[src/design/zct_pkg.sv]
// shared constants and carrier types for the zero-cross trigger core
package zct_pkg;

    // system clock rate
    localparam int unsigned CLK_HZ        = 20_000_000;
    localparam int unsigned NS_PER_S      = 1_000_000_000;
    localparam int unsigned US_PER_S      = 1_000_000;

    // sawtooth: one full ramp spans this many mains periods
    localparam int unsigned SAW_PERIODS   = 2048;
    localparam int unsigned SAW_W         = 11;
    localparam logic [10:0] SAW_RST       = 11'h000;
    localparam logic [10:0] SAW_LAST      = 11'h7ff;

    // firing enable instants, a third of a second apart
    localparam int unsigned ENABLE_DIV    = 3;
    localparam int unsigned ENABLE_CYC    = CLK_HZ / ENABLE_DIV;
    localparam int unsigned TICK_W        = 23;
    localparam logic [22:0] TICK_RST      = 23'h000000;

    // gate pulse width, centred on the crossing
    localparam int unsigned PULSE_W_US    = 75;
    localparam int unsigned PULSE_W_CYC   = PULSE_W_US * (CLK_HZ / US_PER_S);

    // mains timer: 20 bits cover periods down to about 19 Hz
    localparam int unsigned TMR_W         = 20;
    localparam logic [19:0] TMR_RST       = 20'h00000;
    localparam logic [19:0] TMR_MAX       = 20'hfffff;

    // number of rising crossings before period figures are trusted
    localparam logic [1:0]  VALID_RISES   = 2'h2;

    // inputs that arrive from the analog side, carried together
    typedef struct packed {
        logic mains_pos;  // high during the positive mains half-cycle
        logic demand;     // comparator: sense below reference plus sawtooth
        logic failsafe;   // sense above the failsafe threshold
    } zct_in_t;

    localparam zct_in_t IN_RST = '{mains_pos: 1'b0, demand: 1'b0, failsafe: 1'b1};

endpackage

[src/design/zct_core.sv]
// zero-cross trigger core: sawtooth, firing decision and centred gate pulses
`timescale 1ns/1ps

module zct_core
    import zct_pkg::*;
#(
    parameter int unsigned ENABLE_CYCLES = ENABLE_CYC,
    parameter int unsigned PULSE_CYCLES  = PULSE_W_CYC
) (
    input  wire logic              clk_sys,
    input  wire logic              rst,
    input  wire zct_in_t           sense_in,
    output logic                   gate_req,
    output logic [SAW_W-1:0]       saw_level,
    output logic                   fire_active
);

    localparam logic [TMR_W-1:0]  HALF_W  = TMR_W'(PULSE_CYCLES / 2);
    localparam logic [TMR_W-1:0]  FULL_W  = TMR_W'(PULSE_CYCLES);
    localparam logic [TICK_W-1:0] TICK_LD = TICK_W'(ENABLE_CYCLES - 1);

    zct_in_t           in_s1_reg;
    zct_in_t           in_s2_reg;
    logic              mains_d_reg;
    logic              rise;
    logic              fall;
    logic [TMR_W-1:0]  tmr_reg;
    logic [TMR_W-1:0]  period_reg;
    logic [TMR_W-1:0]  high_reg;
    logic [1:0]        rises_reg;
    logic              valid;
    logic [SAW_W-1:0]  saw_reg;
    logic [TICK_W-1:0] tick_cnt_reg;
    logic              tick;
    logic              demand_reg;
    logic              armed_reg;
    logic              arm_now;
    logic              fire_reg;
    logic              fire_next;
    logic              win_a;
    logic              win_b;
    logic              gate_reg;
    logic              gate_next;

    // two-stage synchroniser plus a delayed mains copy; only stage two feeds logic
    always_ff @(posedge clk_sys) begin
        if (rst) begin
            in_s1_reg   <= IN_RST;
            in_s2_reg   <= IN_RST;
            mains_d_reg <= 1'b0;
        end else begin
            in_s1_reg   <= sense_in;
            in_s2_reg   <= in_s1_reg;
            mains_d_reg <= in_s2_reg.mains_pos;
        end
    end

    // crossing detection on the synchronised mains level
    assign rise = in_s2_reg.mains_pos & ~mains_d_reg;
    assign fall = ~in_s2_reg.mains_pos & mains_d_reg;

    // time since the last rising crossing, saturating if mains is lost
    always_ff @(posedge clk_sys) begin
        if (rst) begin
            tmr_reg <= TMR_RST;
        end else if (rise) begin
            tmr_reg <= TMR_RST;
        end else if (tmr_reg != TMR_MAX) begin
            tmr_reg <= tmr_reg + 20'h00001;
        end
    end

    // last full period and positive half length, used to predict crossings
    always_ff @(posedge clk_sys) begin
        if (rst) begin
            period_reg <= TMR_RST;
            high_reg   <= TMR_RST;
            rises_reg  <= 2'h0;
        end else begin
            if (rise) begin
                period_reg <= tmr_reg + 20'h00001;
                if (rises_reg != VALID_RISES) begin
                    rises_reg <= rises_reg + 2'h1;
                end
            end
            if (fall) begin
                high_reg <= tmr_reg;
            end
        end
    end

    // no prediction possible until a full period has been measured
    assign valid = (rises_reg == VALID_RISES) && (period_reg > FULL_W) && (high_reg > HALF_W);

    // 11-bit counter
    // wraps naturally after 2048 rises, so the ramp never needs a compare
    always_ff @(posedge clk_sys) begin
        if (rst) begin
            saw_reg <= SAW_RST;
        end else if (rise) begin
            saw_reg <= saw_reg + 11'h001;
        end
    end

    // reference offset out
    // registered copy feeds the reference summing DAC
    always_ff @(posedge clk_sys) begin
        if (rst) begin
            saw_level <= SAW_RST;
        end else begin
            saw_level <= saw_reg;
        end
    end

    always_ff @(posedge clk_sys) begin
        if (rst) begin
            tick_cnt_reg <= TICK_LD;
        end else if (tick_cnt_reg == TICK_RST) begin
            tick_cnt_reg <= TICK_LD;
        end else begin
            tick_cnt_reg <= tick_cnt_reg - 23'h000001;
        end
    end

    assign tick = (tick_cnt_reg == TICK_RST);

    // sampled at enable
    // sampling slowly trades response time for immunity to comparator chatter
    always_ff @(posedge clk_sys) begin
        if (rst) begin
            demand_reg <= 1'b0;
        end else if (tick) begin
            demand_reg <= in_s2_reg.demand & ~in_s2_reg.failsafe;
        end
    end

    // arm at pair start
    // pair starts where the rising-crossing pulse is predicted to begin;
    // an early rise arms the pair itself so no pair is skipped
    assign arm_now = valid & ((~armed_reg & (tmr_reg == period_reg - HALF_W)) | (rise & ~armed_reg));

    always_comb begin
        fire_next = fire_reg;
        if (!valid) begin
            fire_next = 1'b0;
        end else if (arm_now) begin
            fire_next = demand_reg;
        end
    end

    // armed from pair start until the falling-crossing pulse is over
    always_ff @(posedge clk_sys) begin
        if (rst) begin
            armed_reg <= 1'b0;
        end else if (!valid) begin
            armed_reg <= 1'b0;
        end else if (arm_now) begin
            armed_reg <= 1'b1;
        end else if (!rise && tmr_reg == high_reg + HALF_W) begin
            armed_reg <= 1'b0;
        end
    end

    // centred windows
    // window a straddles the rising crossing, window b the falling one
    assign win_a = armed_reg ? ((tmr_reg >= period_reg - HALF_W) | (tmr_reg < HALF_W)) : arm_now;
    assign win_b = (tmr_reg >= high_reg - HALF_W) && (tmr_reg < high_reg + HALF_W);

    // even count per burst
    // failsafe acts at once: safety outranks pairing, the last pair may be cut
    always_comb begin
        gate_next = 1'b0;
        if (valid && fire_next && !in_s2_reg.failsafe) begin
            gate_next = win_a | (armed_reg & win_b);
        end
    end

    // decision and gate registered together; fire_active mirrors the internal copy
    always_ff @(posedge clk_sys) begin
        if (rst) begin
            fire_reg    <= 1'b0;
            fire_active <= 1'b0;
            gate_reg    <= 1'b0;
        end else begin
            fire_reg    <= fire_next;
            fire_active <= fire_next;
            gate_reg    <= gate_next;
        end
    end

    assign gate_req = gate_reg;

    // helper: length of the current gate pulse
    logic [TMR_W-1:0] plen_reg;
    always_ff @(posedge clk_sys) begin
        if (rst) begin
            plen_reg <= TMR_RST;
        end else if (gate_reg) begin
            plen_reg <= plen_reg + 20'h00001;
        end else begin
            plen_reg <= TMR_RST;
        end
    end

    property p_saw_step;
        @(posedge clk_sys) disable iff (rst)
        rise |=> (saw_reg == $past(saw_reg) + 11'h001);
    endproperty
    a_saw_step: assert property (p_saw_step) else $error("ramp did not step on rise");
    property p_saw_wrap;
        @(posedge clk_sys) disable iff (rst)
        (rise && saw_reg == SAW_LAST) |=> (saw_reg == SAW_RST);
    endproperty
    a_saw_wrap: assert property (p_saw_wrap) else $error("ramp did not restart");
    property p_saw_hold;
        @(posedge clk_sys) disable iff (rst)
        !rise |=> $stable(saw_reg);
    endproperty
    a_saw_hold: assert property (p_saw_hold) else $error("ramp moved without a period");
    property p_saw_out;
        @(posedge clk_sys) disable iff (rst)
        rise ##1 1'b1 |=> (saw_level == $past(saw_reg));
    endproperty
    a_saw_out: assert property (p_saw_out) else $error("reference offset lags");
    property p_demand_tick;
        @(posedge clk_sys) disable iff (rst)
        !tick |=> $stable(demand_reg);
    endproperty
    a_demand_tick: assert property (p_demand_tick) else $error("demand moved off enable");

    property p_no_demand;
        @(posedge clk_sys) disable iff (rst)
        !fire_reg |-> !gate_reg;
    endproperty
    a_no_demand: assert property (p_no_demand) else $error("gate without firing decision");

    property p_failsafe;
        @(posedge clk_sys) disable iff (rst)
        in_s2_reg.failsafe |=> !gate_reg;
    endproperty
    a_failsafe: assert property (p_failsafe) else $error("gate during failsafe");

    property p_fire_arm;
        @(posedge clk_sys) disable iff (rst)
        (valid && $past(valid) && !$past(arm_now)) |-> (fire_reg == $past(fire_reg));
    endproperty
    a_fire_arm: assert property (p_fire_arm) else $error("decision changed mid pair");

    property p_rise_pulse;
        @(posedge clk_sys) disable iff (rst)
        (rise && armed_reg && fire_next && valid && !in_s2_reg.failsafe) |=> gate_reg;
    endproperty
    a_rise_pulse: assert property (p_rise_pulse) else $error("no pulse at rising crossing");

    property p_fall_pulse;
        @(posedge clk_sys) disable iff (rst)
        (fall && armed_reg && fire_next && valid && !in_s2_reg.failsafe
         && high_reg > HALF_W) |=> gate_reg;
    endproperty
    a_fall_pulse: assert property (p_fall_pulse) else $error("no pulse at falling crossing");

    property p_width;
        @(posedge clk_sys) disable iff (rst)
        plen_reg <= FULL_W + 20'h00001;
    endproperty
    a_width: assert property (p_width) else $error("gate pulse too long");

    property p_tick_load;
        @(posedge clk_sys) disable iff (rst)
        tick |=> (tick_cnt_reg == TICK_LD);
    endproperty
    a_tick_load: assert property (p_tick_load) else $error("enable divider not reloaded");

endmodule

[config.mk]
export PLATFORM = sky130hd
export DESIGN_NAME = zct_core
export DESIGN_NICKNAME = d
export VERILOG_FILES = /design/src/design/zct_pkg.sv /design/src/design/zct_core.sv
export SDC_FILE = /design/constraint.sdc
export NUM_CORES = 1
export LEC_CHECK = 0
export BUFFER_PORTS_ARGS = -buffer_cell sky130_fd_sc_hd__buf_4
export CORE_MARGIN = 8
export CORE_UTILIZATION = 63
export CTS_CLUSTER_DIAMETER = 30
export CTS_CLUSTER_SIZE = 40
export DETAILED_ROUTE_END_ITERATION = 7
export GPL_ROUTABILITY_DRIVEN = 0
export PLACE_DENSITY_LB_ADDON = 0.08
export SETUP_SLACK_MARGIN = 0.05
export SLEW_MARGIN = 20
export SYNTH_ARGS = -nofsm -noshare
export SYNTH_HDL_FRONTEND = slang
export SYNTH_SLANG_ARGS = --single-unit
[constraint.sdc]
create_clock -name clk_sys -period 4.45 [get_ports clk_sys]
set_input_delay 0.2225 -clock clk_sys [delete_from_list [all_inputs] [get_ports clk_sys]]
set_output_delay 0.2225 -clock clk_sys [all_outputs]
set_load 0.05 [all_outputs]
* Yosys cells after proc, flatten, opt, wreduce, memory -nomap -nowiden
Index checks and enable logic that the tools add are counted.
** Cells by class
- Add/sub/neg operators :: 7
- Multipliers :: 0
- Div/mod/pow operators :: 0
- Order comparisons :: 6
- Eq/ne operators :: 5
- Shifts and indexed selects :: 0
- Multiplexer cells :: 5
- Bitwise gates (word level) :: 16
- Reduce and logical (&&, ||, !) cells :: 15
** Operators with widths (count)
- == test 20 bit :: 2
- >= comparator 20 bit :: 2
- subtractor 20 x 10 -> 20 bit, second input constant :: 2
- logical NOT 23 bit :: 1
- subtractor 23 x 1 -> 23 bit, second input constant :: 1
- adder 20 x 1 -> 20 bit, second input constant :: 1
- adder 20 x 10 -> 20 bit, second input constant :: 1
- > comparator 20 x 10 -> 1 bit, second input constant :: 1
- > comparator 20 x 11 -> 1 bit, second input constant :: 1
- < comparator 20 x 10 -> 1 bit, second input constant :: 1
- < comparator 20 bit :: 1
- inequality test 20 bit, second input constant :: 1
- adder 11 x 1 -> 11 bit, second input constant :: 1
- OR reduction 2 bit :: 4
- AND 1 bit :: 7
- logical AND 1 bit :: 6
- inverter 1 bit :: 6
- two-way mux 1 bit :: 5
- bitwise OR 1 bit :: 3
- adder 2 x 1 -> 2 bit, second input constant :: 1
- == test 2 bit, second input constant :: 1
- logical NOT 1 bit :: 2
- inequality test 2 bit, second input constant :: 1
- AND reduction 2 bit :: 1
- nonzero test 2 bit :: 1
** Word-level totals
- Bits in registers :: 118
- Latch bits :: 0
- Bits in writable memories :: 0
- Memory bits (read-only) :: 0
- Bits of input ports :: 5
- Output and inout port bits :: 13
- Logic and storage cells :: 72
- Memories kept :: 0

* Longest topological paths before layout
Gate-level depths: netlist of the first run.
- Depth in word-level cells :: 11
- Mapped depth :: 15
- Depth with buffers taken out :: 15

* Least setup slack after synthesis of the first run
OpenSTA, ideal clock, no wires.
- Kind :: flip-flop to flip-flop
- Start :: register period_reg[1]
- End :: register gate_reg, in the netlist gate_req
- Setup time :: 88 ps
- Arrival :: 3581 ps
- Data required time :: 4362 ps
- Slack :: 781 ps
- Stages on the path, launching flop included :: 15
- Buffers on the path :: 0
- Period minus slack after synthesis :: 3669 ps
- Path through :: dfxtp_1 -> ha_1 -> a21oi_1 -> nor2_1 -> o21a_1 -> nand2b_1 -> nor3_1 -> xnor2_1 -> ha_1 -> nand4_1 -> or4_1 -> o21a_1 -> or3b_1 -> a2111o_1 -> a311oi_2
** On the way
- Longest elaborated chain between the ends :: 11
- Elaborated cells between the ends (all ways) :: 18
- Classes of those cells :: 1 x add/sub; 2 x order compare; 1 x eq/ne; 3 x mux; 6 x bitwise; 5 x reduce/logical
** Ends and longest elaborated chain
- from (decl) :: RTL line zct_core.sv:28 : logic [TMR_W-1:0] period_reg;
- from (signal assigned) :: RTL line zct_core.sv:81 : period_reg <= tmr_reg + 20'h00001;
- subtractor 20 x 10 -> 20 bit :: RTL line zct_core.sv:140, zct_core.sv:166
- == test 20 bit :: RTL line zct_core.sv:140 : assign arm_now = valid & ((~armed_reg & (tmr_reg == period_reg - HALF_W)) | (rise & ~armed_reg));
- AND 1 bit :: RTL line zct_core.sv:140
- bitwise OR 1 bit :: RTL line zct_core.sv:140
- AND 1 bit :: RTL line zct_core.sv:140
- two-way mux 1 bit :: RTL line zct_core.sv:146 : end else if (arm_now) begin
- two-way mux 1 bit :: RTL line zct_core.sv:144 : if (!valid) begin
- logical AND 1 bit (2 in series) :: RTL line zct_core.sv:173 : if (valid && fire_next && !in_s2_reg.failsafe) begin
- inverter 1 bit (no source line)
- OR reduction 2 bit (no source line)
- to (signal assigned) :: RTL line zct_core.sv:187 : gate_reg <= gate_next;
- to (decl) :: RTL line zct_core.sv:42 : logic gate_reg;
Several ways; a longest one is shown, not always the timed one.
A chain may end at the register's enable or synchronous reset.

* Worst setup path in the final report of the first run
Same ends and word-level chain as after synthesis.

==> impl_metrics.toml, run 1 <==
[run_status]
outcome = "complete, no violations"

[layout]
drive_above_1_share_pct = 7.654
area_growth_pct = 12.38
final_common_cell = "dfxtp_1"
largest_reg_flops = 23
layout_common_cells = "dfxtp_1, nand2_1, nor2_1, a21oi_1, ha_1"
nets = 867
diodes = 0
final_area_um2 = 7518

[logic_synthesis]
synthXorXnorAreaFrac_pct = 12.83
synth_top_family_by_area = "simple AND/OR/NAND/NOR gates"
synthArstFlopShare_pct = 0
synth_cells = 799
syn-num-nets = 869
synth_area_um2 = 6690
ys_seq_area_share_pct = 35.31
synth_mux_area_share_pct = 0.2992
synth_compound_area_share_pct = 12.46
synth_ff_type = "dfxtp_1"
ys_ff_latch = 118
synth-warning-count = 0
synthAdderAreaFrac_pct = 12.16
synth_edf_count = 0
synth-simple-area-share_pct = 23.62
synth_area_per_cell_um2 = 8.373
yosysUniqueCellTypes = 49

[clocking]
clock_latency_ns = 0.54
cts_resized = 0
cts_tree = "done"
cts.clk_slew.worst_paths_ns = 0.06
root_buffer = "clkbuf_8"
cts_made_buffers = 17
numClockSinks = 118
htreeDepth = 4
postCtsSetupRepairBufs = 0
clockBufferDepth = 2
hold_buffers = 3

[sta]
clock_skew_ns = 0.01014
rsz0062_at_grt = "no"
timing.final.crit_share_pct = 92.99
setup_viol = 0
hold_viol = 0
slew_headroom_pct = 41.20
worst_slew_pin_slew_ns = 0.8795
min_period_ns = 4.138
setup-tns-final_ns = 0
slew_violations = 0
timing.fmax_mhz = 241.7

[detailed_routing]
post-route-drc-count = 0
routedWlPerCell_um = 16.83
wl_mm = 15.92
avgViaCountPerCell = 6.040
ant_nets = 0
dr.pass1.iters = 5
vias = 5714
drt_iter0_markers = 366

[critical_path]
crit-reg2reg-launch = "period_reg[1]$_SDFFE_PP0P_"
crit_end = "gate_req$_SDFF_PP0_"
crit_fanout = 6
endpoint_kind = "flop"
crit_arrival_ns = 4.59
r2r_cells = 14
path_class = "flop to flop"
cp.required_ns = 4.90
startpoint_type = "flop"
crit_start = "period_reg[1]$_SDFFE_PP0P_"
r2r-end = "gate_req$_SDFF_PP0_"
reg2reg_slack_ns = 0.31

[job]
cap_violations = 0

[grt]
grt_overflow = 0
antenna_found_initial = 0
gr-usage-all-layers_pct = 22.95
first_global_vias = 5560
grt_max_degree = 79
grt_pass1_wl_mm = 26.71

[floorplanning]
core_area_um2 = 10320
die_area_um2 = 14170
start_util_pct = 64.80
num_rows = 37
die_w_um = 119.1
io_pins = 18
die-height_um = 119.1

[power_and_ir_drop]
p_leak_nw = 2.974
ir_drop_mv = 0.3074
powerDensity_nw_per_um2 = 368.7

[hold_path]
worst_hold_path_type = "input port to flop"

[placement]
placed_area_um2 = 6835
port_buffers = 17
dp_hpwl_mm = 10.94
[critical path, cell delays in order (launching register included)]
cell and delay [ns]:
dfxtp_1 0.35, ha_1 0.24, a21oi_1 0.29, nor2_1 0.12, o21a_1 0.22, nand2b_1 0.20, nor3_1 0.25, xnor2_1 0.11
ha_1 0.30, nand4_1 0.18, or4_1 0.59, o21a_1 0.23, or3b_1 0.35, a2111o_1 0.40, a311oi_2 0.23
[per-layer routing]
metal / vias up / wire [um] / track usage, % / part of all wire [%]
met4: 0 / 278 / 8.854 / 1.7
met2: 155 / 7799 / 38.81 / 49
met5: - / 0 / 0 / 0
li1: 2793 / - / - / -
met3: 29 / 783 / 6.235 / 4.9
met1: 2737 / 7058 / 27.14 / 44
[synthesized netlist by cell type, types with 3 or more instances]
cell type | n | area, um^2
or2_2 | 6 | 37.54
a211oi_1 | 24 | 180.2
o21ai_0 | 14 | 70.07
or4_1 | 6 | 45.04
nand4_1 | 17 | 106.4
nand4b_1 | 4 | 35.03
inv_1 | 14 | 52.55
nand2_1 | 94 | 352.8
o21a_1 | 3 | 22.52
and3_1 | 8 | 50.05
nor2b_1 | 19 | 118.9
a21oi_1 | 71 | 355.3
xnor2_1 | 52 | 455.4
nand2b_1 | 10 | 62.56
or3_1 | 10 | 62.56
ha_1 | 65 | 813.3
nor3_1 | 18 | 90.09
o41ai_1 | 3 | 26.28
xor2_1 | 46 | 402.9
nand3_1 | 26 | 130.1
dfxtp_1 | 118 | 2362
and4_1 | 3 | 26.28
nor4_1 | 12 | 75.07
a21o_1 | 4 | 30.03
clkbuf_1 | 38 | 142.6
nor2_1 | 80 | 300.3
[cell type report]
class                           count  area (um^2)
Multi-Input combinational cell    624         4108
Fill cell                         799         2805
Sequential cell                   118         2362
Clock buffer                       21        459.2
Clock inverter                     11        193.9
Timing Repair Buffer               22        172.7
Tap cell                          136        170.2
Inverter                           14        52.55
[through the flow]
| step | util, % | instances | total power [mW] | hold slack (ns) | setup WS, ns |
|---|---|---|---|---|---|
| finish | 72.83 | 946 | 2.772 | 0.2542 | 0.3119 |
| global route | 72.83 | 946 | 2.855 | 0.2748 | 0.08411 |
| CTS | 72.83 | 946 | 2.785 | 0.2419 | 0.3665 |
| detailed placement | 66.21 | 911 | 1.280 | 0.3818 | 0.3837 |
| global placement | 66.21 | 911 | 1.269 | 0.3775 | 0.5875 |
| floorplan | - | 799 | 1.241 | 0.3263 | 0.7805 |
[report_power, final]
group / leakage, nW / internal (mW) / switching, mW
clock network: 0.319 / 1.01 / 0.495
registers: 0.956 / 1.08 / 0.0287
logic: 1.70 / 0.0644 / 0.0932
total: 2.97 / 2.16 / 0.617
[cells by family after synthesis]
group	after synthesis
compound gates	136
xor+xnor	98
fa+ha+maj	65
buf+inv	57
flops	118
mux	2
simple gates	323
[worst min-delay path by stage]
stage	startpoint	endpoint	slack, ns	depth (start not counted)
2_1_floorplan	sense_in[0]	in_s1_reg[0]$_SDFF_PP1_	0.33	1
3_3_place_gp	tick_cnt_reg[0]$_SDFF_PP1_	tick_cnt_reg[0]$_SDFF_PP1_	0.38	1
3_5_place_dp	tick_cnt_reg[0]$_SDFF_PP1_	tick_cnt_reg[0]$_SDFF_PP1_	0.38	1
4_1_cts	rst	saw_reg[8]$_SDFFE_PP0P_	0.24	2
5_1_grt	rst	saw_reg[8]$_SDFFE_PP0P_	0.27	2
6_report	rst	saw_reg[8]$_SDFFE_PP0P_	0.25	2
No activity file was read; power rests on OpenSTA's default activity.
==> inputs of run 2 (changes only) <==
Settings changed: MAX_ROUTING_LAYER set to met4.
==> impl_metrics.toml, run 2 (synthesized netlist as in run 1, its figures left out) <==
[layout]
area_growth_pct = 12.38
post-route-util_pct = 72.83
layout_common_cells = "dfxtp_1, nand2_1, nor2_1, a21oi_1, ha_1"
largest_reg_flops = 23
drive_above_1_share_pct = 7.654
layout.cells.non_filler = 946
nets = 867
final_area_um2 = 7518
final_common_cell = "dfxtp_1"
diodes = 0

[detailed_routing]
routedWlPerCell_um = 16.77
drt_iter0_markers = 359
dr.pass1.iters = 7
vias = 5720
avgViaCountPerCell = 6.047
wl_mm = 15.87
post-route-drc-count = 0
ant_nets = 0

[critical_path]
path_class = "flop to flop"
crit_arrival_ns = 4.57
crit-reg2reg-launch = "period_reg[1]$_SDFFE_PP0P_"
reg2reg_slack_ns = 0.33
endpoint_kind = "flop"
r2r-end = "gate_req$_SDFF_PP0_"
startpoint_type = "flop"
r2r_cells = 14
cp.required_ns = 4.90
crit_fanout = 6

[run_status]
outcome = "complete, no violations"

[grt]
antenna_found_initial = 0
grt_pass1_wl_mm = 26.68
grt_overflow = 0
use_met3_pct = 5.338
top_usage_layer = "met2"
gr-usage-all-layers_pct = 23.58
grt_util_met2_pct = 38.81
grt_max_degree = 79
first_global_vias = 5568
globalRouteMet1Util_pct = 27.20

[floorplanning]
start_util_pct = 64.80
io_pins = 18
die-height_um = 119.1
die_area_um2 = 14170
die_w_um = 119.1
num_rows = 37
core_area_um2 = 10320

[placement]
placed_area_um2 = 6835
port_buffers = 17
dp_hpwl_mm = 10.94
dp.cells = 911

[hold_path]
whs_path_depth = 2
worst_hold_path_type = "input port to flop"
min_from = "rst"
min_to = "saw_reg[8]$_SDFFE_PP0P_"

[job]
cap_violations = 0

[clocking]
cts_resized = 0
hold_buffers = 3
cts_tree = "done"
root_buffer = "clkbuf_8"
numClockSinks = 118
cts.clk_slew.worst_paths_ns = 0.06
htreeDepth = 4
clockBufferDepth = 2
clock_latency_ns = 0.54
cts_made_buffers = 17
postCtsSetupRepairBufs = 0

[power_and_ir_drop]
p_leak_nw = 2.974
powerDensity_nw_per_um2 = 369.1
ir_drop_mv = 0.3085

[sta]
worst_slew_pin_slew_ns = 0.8851
hold_viol = 0
slew_violations = 0
rsz0062_at_grt = "no"
setup-tns-final_ns = 0
timing.fmax_mhz = 242.5
timing.final.crit_share_pct = 92.68
min_period_ns = 4.124
clock_skew_ns = 0.009065
slew_headroom_pct = 40.83
setup_viol = 0
run 2: cell counts in the layout (fill, tap and decap cells not counted):
Identical to the previous run, type by type.
run 2: worst max path at each step:
stage / from / to / slack (ns) / cells past startpoint
finish: period_reg[1]$_SDFFE_PP0P_ / gate_req$_SDFF_PP0_ / 0.33 / 14
detailed placement: period_reg[1]$_SDFFE_PP0P_ / gate_req$_SDFF_PP0_ / 0.38 / 14
global route: period_reg[1]$_SDFFE_PP0P_ / gate_req$_SDFF_PP0_ / 0.08 / 14
CTS: period_reg[1]$_SDFFE_PP0P_ / gate_req$_SDFF_PP0_ / 0.37 / 14
global placement: period_reg[1]$_SDFFE_PP0P_ / gate_req$_SDFF_PP0_ / 0.59 / 14
floorplan: period_reg[1]$_SDFFE_PP0P_ / gate_req$_SDFF_PP0_ / 0.78 / 14
run 2: routing by layer:
metal / part of all wire [%] / up-vias
met5: 0 / -
met4: 2.1 / 0
met3: 5.5 / 33
met2: 49 / 170
met1: 44 / 2720
li1: - / 2797
run 2: report_power, final:
group          switching, mW  internal [mW]  leakage (nW)  total [mW]
combinational         0.0930         0.0644          1.70       0.157
clock                  0.498           1.01         0.319        1.51
sequential            0.0286           1.08         0.956        1.11
run 2: cell type report:
cell class | count | area (um^2)
repair buffers | 22 | 172.7
well taps | 136 | 170.2
clock buffers | 21 | 459.2
multi-input cells | 624 | 4108
clock inverters | 11 | 193.9
inverters | 14 | 52.55
flip-flops and latches | 118 | 2362
fillers | 799 | 2805
run 2: critical path, stage by stage, from the launching register on:
cell and delay (ns):
dfxtp_1 0.35, ha_1 0.24, a21oi_1 0.28, nor2_1 0.12
o21a_1 0.21, nand2b_1 0.20, nor3_1 0.25, xnor2_1 0.10
ha_1 0.31, nand4_1 0.18, or4_1 0.59, o21a_1 0.23
or3b_1 0.35, a2111o_1 0.40, a311oi_2 0.23
run 2: metrics by stage:
step	hold WS [ns]	setup slack, ns	total power, mW
after global routing	0.2795	0.08414	2.852
after detailed placement	0.3818	0.3837	1.280
after CTS	0.2419	0.3665	2.785
after global placement	0.3775	0.5875	1.269
final	0.2557	0.3257	2.775
after floorplan	0.3263	0.7805	1.241
